--- src/shared/rtc_consts.svh ---
// Register offsets, field positions, reset values and rates of the RTC.
// Assumes inclusion by bare name from any file that needs them.
`ifndef RTC_CONSTS_SVH
`define RTC_CONSTS_SVH

// Special function register offsets.
`define RTC_OFF_CONFIG 8'ha1
`define RTC_OFF_HUND 8'ha2
`define RTC_OFF_SEC 8'ha3
`define RTC_OFF_MIN 8'ha4
`define RTC_OFF_HOUR 8'ha5
`define RTC_OFF_ALARM_INTERVAL_VALUE 8'ha6
`define RTC_OFF_IRQEN 8'ha9
`define RTC_OFF_KEY 8'hc1
`define RTC_OFF_NOMTRIM 8'hf6
`define RTC_OFF_TEMPTRIM 8'hf7
`define RTC_OFF_PINCFG 8'hff

// Field positions in clock_config_control.
`define RTC_CFG_MIDNIGHT 0
`define RTC_CFG_INTERVAL_TIMER_ENABLE 1
`define RTC_CFG_ALARM 2
`define RTC_CFG_SIT 3
`define RTC_CFG_ITS_LO 4
`define RTC_CFG_WIDE 6
// Field positions in irq_enable_priority_two and int_pin_config.
`define RTC_IRQEN_ETI 2
`define RTC_PIN_CALEN 7
`define RTC_PIN_FSEL_LO 5

// Reset value of every register and the unlock key.
`define RTC_RESET_BYTE 8'h00
`define RTC_KEY 8'hea

// Counter limits.
`define RTC_HUND_MAX 7'h63
`define RTC_MINSEC_MAX 6'h3b
`define RTC_HOUR24_MAX 8'h17
`define RTC_HOUR256_MAX 8'hff

// Crystal rate 32768 Hz; hundredths accumulate by step mod 32768.
`define RTC_XTAL_HZ 32768
`define RTC_HUND_STEP 16'h0064
`define RTC_FAST_RATIO 125
`define RTC_HUND_STEP_FAST 16'h30d4

// Trim: 2 ppm per LSB, sum limited to 248 ppm.
`define RTC_PPM_PER_LSB 2
`define RTC_TRIM_PPM_MAX 248
`define RTC_TRIM_LIMIT 9'sh07c
`define RTC_TRIM_WINDOW 500000

// Calibration phase steps on a 16-bit accumulator: step = 2 * f.
`define RTC_CAL_STEP_1HZ 16'h0002
`define RTC_CAL_STEP_512HZ 16'h0400
`define RTC_CAL_STEP_500HZ 16'h03e8
`define RTC_CAL_STEP_16384HZ 16'h8000

`endif

--- src/shared/rtc_pkg.sv ---
// Types shared by the RTC modules.
// Assumes rtc_consts.svh is not needed here; only types live here.
`default_nettype none
package rtc_pkg;

  // Power state of the host core.
  typedef enum logic [1:0] {
    normal_power_state = 2'b00,
    battery_power_state = 2'b01,
    deep_sleep_state = 2'b10
  } power_state_t;

  // Interval timer timebase choices.
  typedef enum logic [1:0] {
    its_128hz = 2'b00,
    its_second = 2'b01,
    its_minute = 2'b10,
    its_hour = 2'b11
  } its_t;

  // Whole state of the timekeeper.
  typedef struct packed {
    logic sync1;
    logic sync2;
    logic sync3;
    logic [7:0] key;
    logic [6:0] hund;
    logic [5:0] sec;
    logic [5:0] min;
    logic [7:0] hour;
    logic [7:0] cfg_shadow;
    logic [7:0] alarm_interval_value_shadow;
    logic wide;
    its_t its;
    logic single_shot_interval;
    logic interval_timer_enable;
    logic midnight;
    logic alarm;
    logic [7:0] alarm_interval_value;
    logic clock_irq_enable;
    logic [7:0] nom;
    logic [7:0] temp;
    logic calen;
    logic [1:0] fsel;
    logic pend;
    logic [14:0] sub_acc;
    logic [7:0] tick128_cnt;
    logic [7:0] ivl_cnt;
    logic ivl_held;
    logic [15:0] cal_acc;
    logic [7:0] rdata;
    logic irq_req;
    logic wake;
    logic cal_out;
    logic cal_oe;
  } rtc_state_t;

endpackage
`default_nettype wire

--- src/shared/rtc_trim_if.sv ---
// Link between the timekeeper and its crystal pulse trimmer.
// Assumes both ends run on the same core clock.
`timescale 1ns/100ps
`default_nettype none
interface rtc_trim_if;
  logic tick_in; // Raw crystal pulse, one cycle.
  logic signed [8:0] comp; // Saturated correction in 2 ppm units.
  logic tick_out; // Trimmed crystal pulse, one cycle.
  modport core (output tick_in, output comp, input tick_out);
  modport trim (input tick_in, input comp, output tick_out);
endinterface
`default_nettype wire

--- src/core/rtc_trim.sv ---
// Adds or removes crystal pulses to correct the crystal frequency.
// Assumes input pulses are many core cycles apart.
`timescale 1ns/100ps
`default_nettype none
`include "rtc_consts.svh"
module rtc_trim #(
  parameter int WINDOW = `RTC_TRIM_WINDOW
) (
  input wire logic core_clk,
  input wire logic rst,
  rtc_trim_if.trim tr
);
  localparam int WBITS = $clog2(WINDOW);
  // Compare width: wide enough for both the magnitude and the position.
  localparam int CW = (WBITS > 9) ? WBITS : 9;

  // Trimmer state: window position, owed extra pulse, output pulse.
  typedef struct packed {
    logic [WBITS-1:0] win_cnt;
    logic extra;
    logic tick_out;
  } trim_state_t;

  trim_state_t s;
  trim_state_t n;
  logic [8:0] mag; // Magnitude of the correction.
  logic in_slot; // This pulse lies in the corrected part of the window.

  assign tr.tick_out = s.tick_out;

  ////////////////////////////////////////////////////////////////////////
  // One LSB moves one pulse per million-over-two pulses, i.e. 2 ppm.
  // Corrections are spread as the first pulses of each window; the short
  // term jitter this causes is traded for very little logic.
  always_comb begin
    n = s;
    n.tick_out = 1'b0;
    mag = tr.comp[8] ? 9'(-tr.comp) : 9'(tr.comp);
    in_slot = (CW'(mag) > CW'(s.win_cnt));
    if (tr.tick_in) begin
      n.win_cnt = (s.win_cnt == WBITS'(WINDOW - 1)) ? '0 : s.win_cnt + 1'b1;
      if (in_slot && tr.comp[8]) begin
        n.tick_out = 1'b0; // Negative value removes a pulse. [RULE18] [RULE25]
      end else begin
        n.tick_out = 1'b1;
        n.extra = in_slot && (tr.comp != '0); // Positive adds. [RULE19]
      end
    end else if (s.extra) begin
      n.tick_out = 1'b1; // Inserted pulse. [RULE18]
      n.extra = 1'b0;
    end
  end

  // State register.
  always_ff @(posedge core_clk or posedge rst) begin
    if (rst) begin
      s <= '0;
    end else begin
      s <= n;
    end
  end
endmodule
`default_nettype wire

--- src/core/rtc_timekeeper.sv ---
// Real-time clock: timekeeping counters, interval alarm, trim, cal pulse.
// Assumes a single-cycle register port from the host core and a raw
// crystal pin that is asynchronous to core_clk.
//
// What this block does
// RULE1: Counters advance from the 32.768 kHz crystal.
// RULE2: Config and interval writes apply on 128Hz tick.
// RULE3: Counter writes need key 0xEA first.
// RULE4: Key clears after any counter write.
// RULE5: Counters keep running during reads.
// RULE6: Software re-reads hundredths to catch carries.
// RULE7: Hours wrap after 23 or 255, day rollover.
// RULE8: Rollover sets flag and pending interrupt.
// RULE9: Rollover or alarm wakes the sleeping core.
// RULE10: One enable gates both interrupt sources.
// RULE11: Pending clears on vector, held while disabled.
// RULE12: Flags stay set until software clears them.
// RULE13: Keep waking until pending interrupt serviced.
// RULE14: Enabled interval counter counts chosen timebase.
// RULE15: Match with interval value raises alarm.
// RULE16: Counter restarts, or holds if single-shot.
// RULE17: Software changes timebase by disable-wait-confirm.
// RULE18: Trim adds/removes pulses, saturated at 248 ppm.
// RULE19: Each trim LSB equals 2 ppm.
// RULE20: Cal out: 00 gives 1Hz, 01 512Hz.
// RULE21: Codes 10 500Hz, 11 16384Hz, active states only; deep sleep refuses only the fast timebase, the cal pin keeps these rates.
// RULE22: Fast modes run the timekeeper 125 times faster.
// RULE23: Both trim registers reset to zero.
// RULE24: Cal enable bit 7, select bits 6-5.
// RULE25: Trim registers are signed two's complement.
`timescale 1ns/100ps
`default_nettype none
`include "rtc_consts.svh"
module rtc_timekeeper #(
  parameter int TRIM_WINDOW = `RTC_TRIM_WINDOW
) (
  input wire logic core_clk,
  input wire logic rst,
  input wire logic xtal_pin,
  input wire logic [7:0] sfr_addr,
  input wire logic sfr_wr,
  input wire logic [7:0] sfr_wdata,
  output logic [7:0] sfr_rdata,
  input wire logic irq_vector_ack,
  input wire rtc_pkg::power_state_t power_state,
  output logic clock_irq_req,
  output logic core_wake,
  output logic cal_pin_out,
  output logic cal_pin_oe
);

  rtc_pkg::rtc_state_t s; // Registered state.
  rtc_pkg::rtc_state_t n; // Next state.
  rtc_trim_if tr (); // Link to the pulse trimmer.

  logic t; // Trimmed crystal pulse.
  logic fast; // Fast calibration timebase in force.
  logic [15:0] sub; // Hundredths accumulator sum.
  logic hund_tick; // One hundredth elapsed.
  logic sec_tick; // One second elapsed.
  logic min_tick; // One minute elapsed.
  logic hour_tick; // One hour elapsed.
  logic tick128; // 128 Hz configuration tick.
  logic [7:0] hour_max; // Last hour before wrap.
  logic midnight_ev; // Day rollover event.
  logic alarm_ev; // Interval match event.
  logic tb_pulse; // Selected interval timebase.
  logic [7:0] ivl_next; // Interval counter plus one.
  logic key_ok; // Key register unlocked.
  logic cnt_wr; // Any write to a counter address.
  logic [8:0] sum; // Raw trim sum.
  logic [15:0] cal_step; // Calibration phase step.
  logic deep; // Core is in the deepest sleep state.

  assign sfr_rdata = s.rdata;
  assign clock_irq_req = s.irq_req;
  assign core_wake = s.wake;
  assign cal_pin_out = s.cal_out;
  assign cal_pin_oe = s.cal_oe;

  ////////////////////////////////////////////////////////////////////////
  // Pulse trimmer sits between the crystal edge and everything counted.
  rtc_trim #(.WINDOW(TRIM_WINDOW)) trim_u (
    .core_clk(core_clk),
    .rst(rst),
    .tr(tr.trim)
  );

  ////////////////////////////////////////////////////////////////////////
  // All next-state logic of the timekeeper.
  always_comb begin
    n = s;
    deep = (power_state == rtc_pkg::deep_sleep_state);
    // Crystal pin through three flops; only sync2 and sync3 feed logic.
    n.sync1 = xtal_pin;
    n.sync2 = s.sync1;
    n.sync3 = s.sync2;
    tr.tick_in = s.sync2 && !s.sync3; // Crystal rising edge. [RULE1]
    // Signed sum of both trim values, clamped to the 248 ppm limit.
    sum = 9'($signed({s.nom[7], s.nom}) + $signed({s.temp[7], s.temp}));
    if ($signed(sum) > `RTC_TRIM_LIMIT) begin
      tr.comp = `RTC_TRIM_LIMIT; // [RULE18] [RULE25]
    end else if ($signed(sum) < -`RTC_TRIM_LIMIT) begin
      tr.comp = -`RTC_TRIM_LIMIT; // [RULE18]
    end else begin
      tr.comp = $signed(sum);
    end
    t = tr.tick_out;
    // Fast modes are refused in deep sleep; the slow path then runs.
    fast = s.fsel[1] && !deep; // [RULE21] [RULE22]

    // Hundredths come from a fractional accumulator, since 32768 Hz is
    // not a multiple of 100; fast mode steps 125 times as far.
    sub = {1'b0, s.sub_acc} +
      (fast ? `RTC_HUND_STEP_FAST : `RTC_HUND_STEP); // [RULE22]
    hund_tick = t && sub[15];
    if (t) begin
      n.sub_acc = sub[14:0];
      n.tick128_cnt = s.tick128_cnt + 8'h01;
    end
    tick128 = t && (s.tick128_cnt == 8'hff);

    // Counter chain; reads have no side effect, so it never pauses.
    hour_max = s.wide ? `RTC_HOUR256_MAX : `RTC_HOUR24_MAX; // [RULE5]
    sec_tick = hund_tick && (s.hund == `RTC_HUND_MAX);
    min_tick = sec_tick && (s.sec == `RTC_MINSEC_MAX);
    hour_tick = min_tick && (s.min == `RTC_MINSEC_MAX);
    midnight_ev = hour_tick && (s.hour == hour_max); // [RULE7]
    if (hund_tick) begin
      n.hund = sec_tick ? 7'h00 : s.hund + 7'h01; // [RULE1]
    end
    if (sec_tick) begin
      n.sec = min_tick ? 6'h00 : s.sec + 6'h01;
    end
    if (min_tick) begin
      n.min = hour_tick ? 6'h00 : s.min + 6'h01;
    end
    if (hour_tick) begin
      n.hour = midnight_ev ? 8'h00 : s.hour + 8'h01; // [RULE7]
    end

    // Locked counter writes; a direct write beats the running count.
    key_ok = (s.key == `RTC_KEY);
    cnt_wr = sfr_wr && (sfr_addr == `RTC_OFF_HUND ||
      sfr_addr == `RTC_OFF_SEC || sfr_addr == `RTC_OFF_MIN ||
      sfr_addr == `RTC_OFF_HOUR);
    if (sfr_wr && key_ok) begin
      case (sfr_addr)
        `RTC_OFF_HUND: n.hund = sfr_wdata[6:0]; // [RULE3]
        `RTC_OFF_SEC: n.sec = sfr_wdata[5:0]; // [RULE3]
        `RTC_OFF_MIN: n.min = sfr_wdata[5:0]; // [RULE3]
        `RTC_OFF_HOUR: n.hour = sfr_wdata; // [RULE3]
        default: n.hund = n.hund;
      endcase
    end
    if (sfr_wr && sfr_addr == `RTC_OFF_KEY) begin
      n.key = sfr_wdata;
    end else if (cnt_wr) begin
      n.key = `RTC_RESET_BYTE; // Relock after every counter write. [RULE4]
    end

    // Host writes to the plain registers.
    if (sfr_wr) begin
      case (sfr_addr)
        `RTC_OFF_CONFIG: n.cfg_shadow = sfr_wdata;
        `RTC_OFF_ALARM_INTERVAL_VALUE: n.alarm_interval_value_shadow = sfr_wdata;
        `RTC_OFF_IRQEN: n.clock_irq_enable = sfr_wdata[`RTC_IRQEN_ETI];
        `RTC_OFF_NOMTRIM: n.nom = sfr_wdata;
        `RTC_OFF_TEMPTRIM: n.temp = sfr_wdata;
        `RTC_OFF_PINCFG: begin
          n.calen = sfr_wdata[`RTC_PIN_CALEN]; // [RULE24]
          n.fsel = sfr_wdata[`RTC_PIN_FSEL_LO +: 2]; // [RULE24]
        end
        default: n.clock_irq_enable = n.clock_irq_enable;
      endcase
    end

    // Config reaches the timekeeper only on the 128 Hz tick, so the
    // readback of interval_timer_enable lags a write by up to one tick.
    if (tick128) begin
      n.wide = s.cfg_shadow[`RTC_CFG_WIDE]; // [RULE2]
      n.its = rtc_pkg::its_t'(s.cfg_shadow[`RTC_CFG_ITS_LO +: 2]);
      n.single_shot_interval = s.cfg_shadow[`RTC_CFG_SIT];
      n.interval_timer_enable = s.cfg_shadow[`RTC_CFG_INTERVAL_TIMER_ENABLE];
      n.alarm_interval_value = s.alarm_interval_value_shadow; // [RULE2]
    end

    // Interval timer on the chosen timebase.
    unique case (s.its)
      rtc_pkg::its_128hz: tb_pulse = tick128;
      rtc_pkg::its_second: tb_pulse = sec_tick;
      rtc_pkg::its_minute: tb_pulse = min_tick;
      rtc_pkg::its_hour: tb_pulse = hour_tick;
    endcase
    ivl_next = s.ivl_cnt + 8'h01;
    alarm_ev = 1'b0;
    if (!s.interval_timer_enable) begin
      n.ivl_cnt = 8'h00;
      n.ivl_held = 1'b0;
    end else if (s.ivl_held) begin
      n.ivl_cnt = 8'h00; // Single shot stays in reset. [RULE16]
    end else if (tb_pulse) begin
      if (ivl_next == s.alarm_interval_value) begin
        alarm_ev = 1'b1; // [RULE15]
        n.ivl_cnt = 8'h00; // [RULE16]
        n.ivl_held = s.single_shot_interval; // [RULE16]
      end else begin
        n.ivl_cnt = ivl_next; // [RULE14]
      end
    end

    // Flags: a zero written clears, an event in the same cycle wins.
    if (sfr_wr && sfr_addr == `RTC_OFF_CONFIG) begin
      n.midnight = s.midnight && sfr_wdata[`RTC_CFG_MIDNIGHT];
      n.alarm = s.alarm && sfr_wdata[`RTC_CFG_ALARM];
    end
    if (midnight_ev) begin
      n.midnight = 1'b1; // [RULE8] [RULE12]
    end
    if (alarm_ev) begin
      n.alarm = 1'b1; // [RULE15] [RULE12]
    end

    // Pending interrupt: vectoring clears, a new event wins.
    if (irq_vector_ack) begin
      n.pend = 1'b0; // [RULE11]
    end
    if (midnight_ev || alarm_ev) begin
      n.pend = 1'b1; // [RULE8] [RULE15]
    end
    n.irq_req = n.pend && n.clock_irq_enable; // [RULE10] [RULE11]
    // Wake follows pending, so an unserviced event re-wakes each time.
    n.wake = n.pend && deep; // [RULE9] [RULE13]

    // Calibration output from a phase accumulator on trimmed pulses.
    unique case (s.fsel)
      2'b00: cal_step = `RTC_CAL_STEP_1HZ; // [RULE20]
      2'b01: cal_step = `RTC_CAL_STEP_512HZ; // [RULE20]
      2'b10: cal_step = `RTC_CAL_STEP_500HZ; // [RULE21]
      2'b11: cal_step = `RTC_CAL_STEP_16384HZ; // [RULE21]
    endcase
    if (t) begin
      n.cal_acc = s.cal_acc + cal_step;
    end
    n.cal_out = s.calen && s.cal_acc[15]; // [RULE20]
    n.cal_oe = s.calen; // [RULE20]

    // Read data: one cycle after the address, unmapped reads as zero.
    n.rdata = 8'h00;
    case (sfr_addr)
      `RTC_OFF_CONFIG: begin
        n.rdata[`RTC_CFG_WIDE] = s.wide;
        n.rdata[`RTC_CFG_ITS_LO +: 2] = s.its;
        n.rdata[`RTC_CFG_SIT] = s.single_shot_interval;
        n.rdata[`RTC_CFG_ALARM] = s.alarm;
        n.rdata[`RTC_CFG_INTERVAL_TIMER_ENABLE] = s.interval_timer_enable;
        n.rdata[`RTC_CFG_MIDNIGHT] = s.midnight;
      end
      `RTC_OFF_HUND: n.rdata = {1'b0, s.hund};
      `RTC_OFF_SEC: n.rdata = {2'b00, s.sec};
      `RTC_OFF_MIN: n.rdata = {2'b00, s.min};
      `RTC_OFF_HOUR: n.rdata = s.hour;
      `RTC_OFF_ALARM_INTERVAL_VALUE: n.rdata = s.alarm_interval_value;
      `RTC_OFF_IRQEN: n.rdata[`RTC_IRQEN_ETI] = s.clock_irq_enable;
      `RTC_OFF_KEY: n.rdata = s.key;
      `RTC_OFF_NOMTRIM: n.rdata = s.nom;
      `RTC_OFF_TEMPTRIM: n.rdata = s.temp;
      `RTC_OFF_PINCFG: begin
        n.rdata[`RTC_PIN_CALEN] = s.calen;
        n.rdata[`RTC_PIN_FSEL_LO +: 2] = s.fsel;
      end
      default: n.rdata = 8'h00;
    endcase
  end

  ////////////////////////////////////////////////////////////////////////
  // State register; every reset source clears the trim values too.
  always_ff @(posedge core_clk or posedge rst) begin
    if (rst) begin
      s <= '0; // [RULE23]
    end else begin
      s <= n;
    end
  end
endmodule
`default_nettype wire

--- config.mk ---
export PLATFORM = sky130hd
export DESIGN_NAME = rtc_timekeeper
export DESIGN_NICKNAME = d
export VERILOG_FILES = /design/src/shared/rtc_pkg.sv /design/src/shared/rtc_trim_if.sv /design/src/core/rtc_trim.sv /design/src/core/rtc_timekeeper.sv
export VERILOG_INCLUDE_DIRS = /design/src /design/src/shared
export SDC_FILE = /design/constraint.sdc
export NUM_CORES = 1
export LEC_CHECK = 0
export BUFFER_PORTS_ARGS = -buffer_cell sky130_fd_sc_hd__buf_2
export CAP_MARGIN = 10
export CORE_MARGIN = 2
export CORE_UTILIZATION = 67
export DETAILED_ROUTE_END_ITERATION = 12
export PLACE_DENSITY = 0.88
export SLEW_MARGIN = 0
export SYNTH_ARGS = -nofsm -noshare
export SYNTH_HDL_FRONTEND = slang
export SYNTH_SLANG_ARGS = --single-unit
--- constraint.sdc ---
create_clock -name core_clk -period 13.1 [get_ports core_clk]
set_clock_uncertainty 0.1 [all_clocks]
set_input_delay 1.965 -clock core_clk [delete_from_list [all_inputs] [get_ports core_clk]]
set_output_delay 1.965 -clock core_clk [all_outputs]
set_load 0.005 [all_outputs]
Yosys cells after proc, flatten, opt, wreduce, memory -nomap -nowiden
Index checks and enable logic that the tools add are counted.
Widths: inputs -> output; s select.
{ "op_classes": {"addsub": 11, "order_cmp": 3, "eq_ne": 28, "muxes": 52, "n_reduce_logical": 36} }
{ "ops": {"columns": ["cell", "count"], "rows": [
  ["$eq 8x8->1 const B", 13],
  ["$mux 8", 10],
  ["$pmux 16 s4", 1],
  ["$mux 9", 5],
  ["$mux 6", 6],
  ["$pmux 2 s9", 2],
  ["$mux 27", 1],
  ["$add 8x1->8 const B", 3],
  ["$mux 7", 3],
  ["$mux 20", 1],
  ["$pmux 2 s10", 1],
  ["$add 19x1->19 const B", 1],
  ["$eq 19x19->1 const B", 1],
  ["$gt 9x19->1", 1],
  ["$logic_and 1x1->1", 19],
  ["$mux 19", 1],
  ["$add 15x14->16", 1],
  ["$add 16x16->16", 1],
  ["$eq 8x8->1", 2],
  ["$mux 1", 14],
  ["$mux 14", 1],
  ["$add 6x1->6 const B", 2],
  ["$eq 6x6->1 const B", 2],
  ["$eq 2x2->1 const B", 5],
  ["20 further kinds", 33]
]} }
{ "totals": {"regBits": 170, "input_bits": 23, "out_inout_bits": 12, "elab_cells": 166} }

Depth between registers and ports, before layout
{ "logic_depth": {"ltp_word": 16, "ltp_mapped": 24, "depth_no_buf": 23} }

Cells and area by module
Synthesis repeated with hierarchy kept, for this count alone.
{ "hier_totals": {"cells_unflattened": 975, "hier_area_um2": 9789.4} }
{ "by_module_without_submodules": {"columns": ["module", "n_inst", "cells_per_inst", "area_per_inst_um2", "seq_area_each_um2"], "rows": [
  ["rtc_timekeeper", 1, 826, 8419.3, 3603.5],
  ["rtc_trim", 1, 149, 1370.1, 525.5]
]} }

Least setup slack after synthesis
No wires, ideal clock.
{ "synth_path": {"path_type": "reg-to-reg", "start": "register s[64] in the netlist's numbering", "end": "register trim_u.s (netlist bit trim_u.tr.tick_out)", "setup_time_ns": 0.067, "arrival_time_ns": 4.548, "required_time_ns": 12.933, "path_slack_ns": 8.386, "stages_incl_launch_ff": 24, "n_path_buf": 1, "period_less_slack_ns": 4.714, "cell_sequence": "dfrtp_1 > ha_1 > fa_1 > a211oi_1 > o21bai_1 > a21oi_1 > xor2_1 > nand2_1 > o21ai_0 > ha_1 > clkbuf_1 > nor2b_1 > nand2_1 > ha_1 > and2_1 > a21oi_1 > xnor2_1 > nand2_1 > ha_1 > o21ai_0 > a21oi_1 > o21a_1 > o41ai_1 > o32a_1"} }
{ "synth_lines": {"columns": ["element", "line_no", "text"], "rows": [
  ["from (decl)", "rtc_timekeeper.sv:52", "rtc_pkg::rtc_state_t s;"],
  ["from (signal assigned)", "rtc_timekeeper.sv:282", "s <= n;"],
  ["to (signal assigned)", "rtc_trim.sv:59", "s <= n;"],
  ["to (decl)", "rtc_trim.sv:24", "trim_state_t s;"]
]} }

==> reports/results.ini <==
[drt]
routed_wl_mm=22.5
drc=0
wl_per_cell_um=19.7
vias=7619
firstDrtPassIters=6
ant_nets=0
dr.first_iter.drc_count=777
vias_per_cell=6.68

[run_status]
status=finished, final reports clean

[synthesis]
syn-num-nets=1001
async_reset_ff_share_pct=100
synth_seq_cells=165
netlist_instances=936
post_synth_num_cell_types=78
yosys-top-cells-area=dfrtp_1, mux2_2, ha_1
avgSynthCellArea_um2=10.1
ys_seq_area_share_pct=43.9
synth_largest_area_cell=dfrtp_1
syn-cell-area_um2=9410
yosys_most_used_dff=dfrtp_1
synth_top_area_share_pct=43.9
synth-edff-count=0
synth_warnings=0

[timing]
final.setup.tns_ns=0
tightest_slew_ns=0.898
rsz0062_at_grt=false
finalSetupViolCount=0
post-route-min-period_ns=5.12
period_share_pct=39.1
relSlewSlack_pct=40.1
report.final.hold_viol_count=0
final-max-slew-violation-count=0
clock.fmax_ghz=0.195

[clocking]
htree_levels=4
ctsResizeCount=0
clk_transition_reported_paths_ns=0.06
cts_buffers=17
cts_sinks=165
hold_buffers=0
cts_tree=yes
clk_path_buf_depth=2
clk-insertion-delay-late_ns=0.43
cts_root_buf=clkbuf_16
post_cts_buffers=0

[floorplanning]
io_pins=35
initial_utilization_pct=68.1
die_h_um=123
std_cell_rows=43
die_width_um=123
dieArea_um2=15000
core_area_um2=13800

[worst_setup_path]
crit_top_cell=ha_1
cp_slowest_stage_delay_ns=0.40
r2r_setup_slack_ns=7.98
r2r-end=trim_u.tr.tick_out
crit_fanout=10
start_kind=flop
cpLargestDelayFamily=compound AO/OA/AOI/OAI gates
crit_buf_inv=0
cp-end-kind=flop
arrival_ns=5.39
path_class=reg2reg
cp_cell_sequence=ha_1 > fa_1 > a211oi_1 > o21bai_1 > a21oi_1 > xor2_1 > nand2_1 > o21ai_0 > ha_1 > nor2b_1 > nand2_1 > ha_1 > mux2i_1 > nor2_1 > ha_1 > nor2b_1 > o21a_1 > o21ai_0 > a21oi_1 > o21a_1 > o41ai_1 > o32a_1
crit_slowest_cell=dfrtp_1
cp.required_ns=13.37
timing.rr.start=s[64]
worstRegToRegCells=22

[power_and_ir_drop]
leakage_nw=4.67
finalPower_w=0.00143
peakVddDrop_uv=150
pwr_density_cell_nw_per_um2=140

[layout]
drive_above_1_share_pct=15.5
nNetsFinal=1014
n_antenna_cell=0
final_cell_mix=dfrtp_1, nand2_1, nor2_1
area_growth_pct=8.90
num-fill-cells=924
final_common_cell=dfrtp_1

[grt]
grt.overflow.total=0
grt_pass1_vias=7513
use_met1_pct=40.8
antenna_found_initial=0
grt_use_met2_pct=50.9
grt.met3_usage_pct=7.25
grt_use_total_pct=31.8
grt_pass1_wl_mm=36.8
top_usage_layer=met2
grt_max_degree=105

[job]
drv_cap=0

[min_path]
worstHoldPathCells=0
hp-start=n[148]
hold_end=n[147]
hp-class=reg2reg

[place]
dp_hpwl_mm=15.5
place.gp.congestion=0.979
buffer_ports.inserted=34

[kinds of logic after synthesis]
group,after synthesis,synth area share (%)
DFF,165,43.9
AOI/OAI and AO/OA,185,13.5
buffers and inverters,63,3.22
adders and majority gates,42,5.66
xor gates and xnor gates,75,6.98
and+or+nand+nor,335,18.5
muxes,71,8.36
[layout make-up]
type / instances / area [µm²] / area share, %
clock inverters: 11 / 176 / 1.72
clock buffers: 20 / 457 / 4.45
inverters: 19 / 76.3 / 0.744
flip-flops and latches: 165 / 4130 / 40.3
repair buffers: 38 / 200 / 1.95
multi-input cells: 708 / 4990 / 48.7
well taps: 180 / 225 / 2.20
[worst max-delay path by stage]
stage | slack (ns) | to | from | cells past startpoint
2_1_floorplan | 6.57 | cal_pin_oe | rst | 1
3_3_place_gp | 8.21 | trim_u.tr.tick_out | s[64] | 22
3_5_place_dp | 8.03 | trim_u.tr.tick_out | s[64] | 22
4_1_cts | 8.00 | trim_u.tr.tick_out | s[72] | 22
5_1_grt | 7.47 | trim_u.tr.tick_out | s[64] | 22
6_report | 7.98 | trim_u.tr.tick_out | s[64] | 22
[cells in the mapped netlist (all sizes together) (5+ instances only)]
library cell and count:
dfrtp 165, nand2 84, nor2 75, mux2 61, xnor2 46, ha 41
o21ai 41, a21oi 36, nand3 34, nor3 33, xor2 29, buf 22
clkbuf 22, nand4 22, inv 19, and3 14, nor2b 14, a22oi 13
a31oi 13, a22o 12, and2 11, mux2i 10, nand2b 10, o211ai 9
o21a 9, nor3b 7, nor4 7, a21o 6, a32o 6, a221oi 5
o21bai 5, or3 5
[routing by layer]
layer / part of all wire [%] / vias to the layer above
met2: 47 / 421
met5: 0 / -
met1: 40 / 3670
met4: 4.1 / 0
li1: - / 3427
met3: 9.0 / 101
[metrics by stage]
stage               instances  hold WS (ns)  util [%]  setup slack [ns]  instance area [µm²]
floorplan                 936         0.231         -              6.57                 9410
global placement         1110         0.235      69.6              8.21                 9620
detailed placement       1110         0.246      69.6              8.03                 9620
CTS                      1141         0.259      74.1              8.00                10300
global route             1141         0.260      74.1              7.47                10300
finish                   1141         0.253      74.1              7.98                10300
[state kept, by name (all words and copies together), names as in the netlist]
signal,flops
trim_u.s,20
s,129
clock_irq_req,1
cal_pin_out,1
n,3
sfr_rdata,8
trim_u.tr.tick_out,1
core_wake,1
cal_pin_oe,1
[power by group]
part | internal (W) | total (W) | switching (W)
clock network | 0.000329 | 0.000532 | 0.000203
registers | 0.000567 | 0.000621 | 0.0000540
logic | 0.000132 | 0.000277 | 0.000146
total | 0.00103 | 0.00143 | 0.000403
Note: power is estimated with default switching activity, not from simulation.
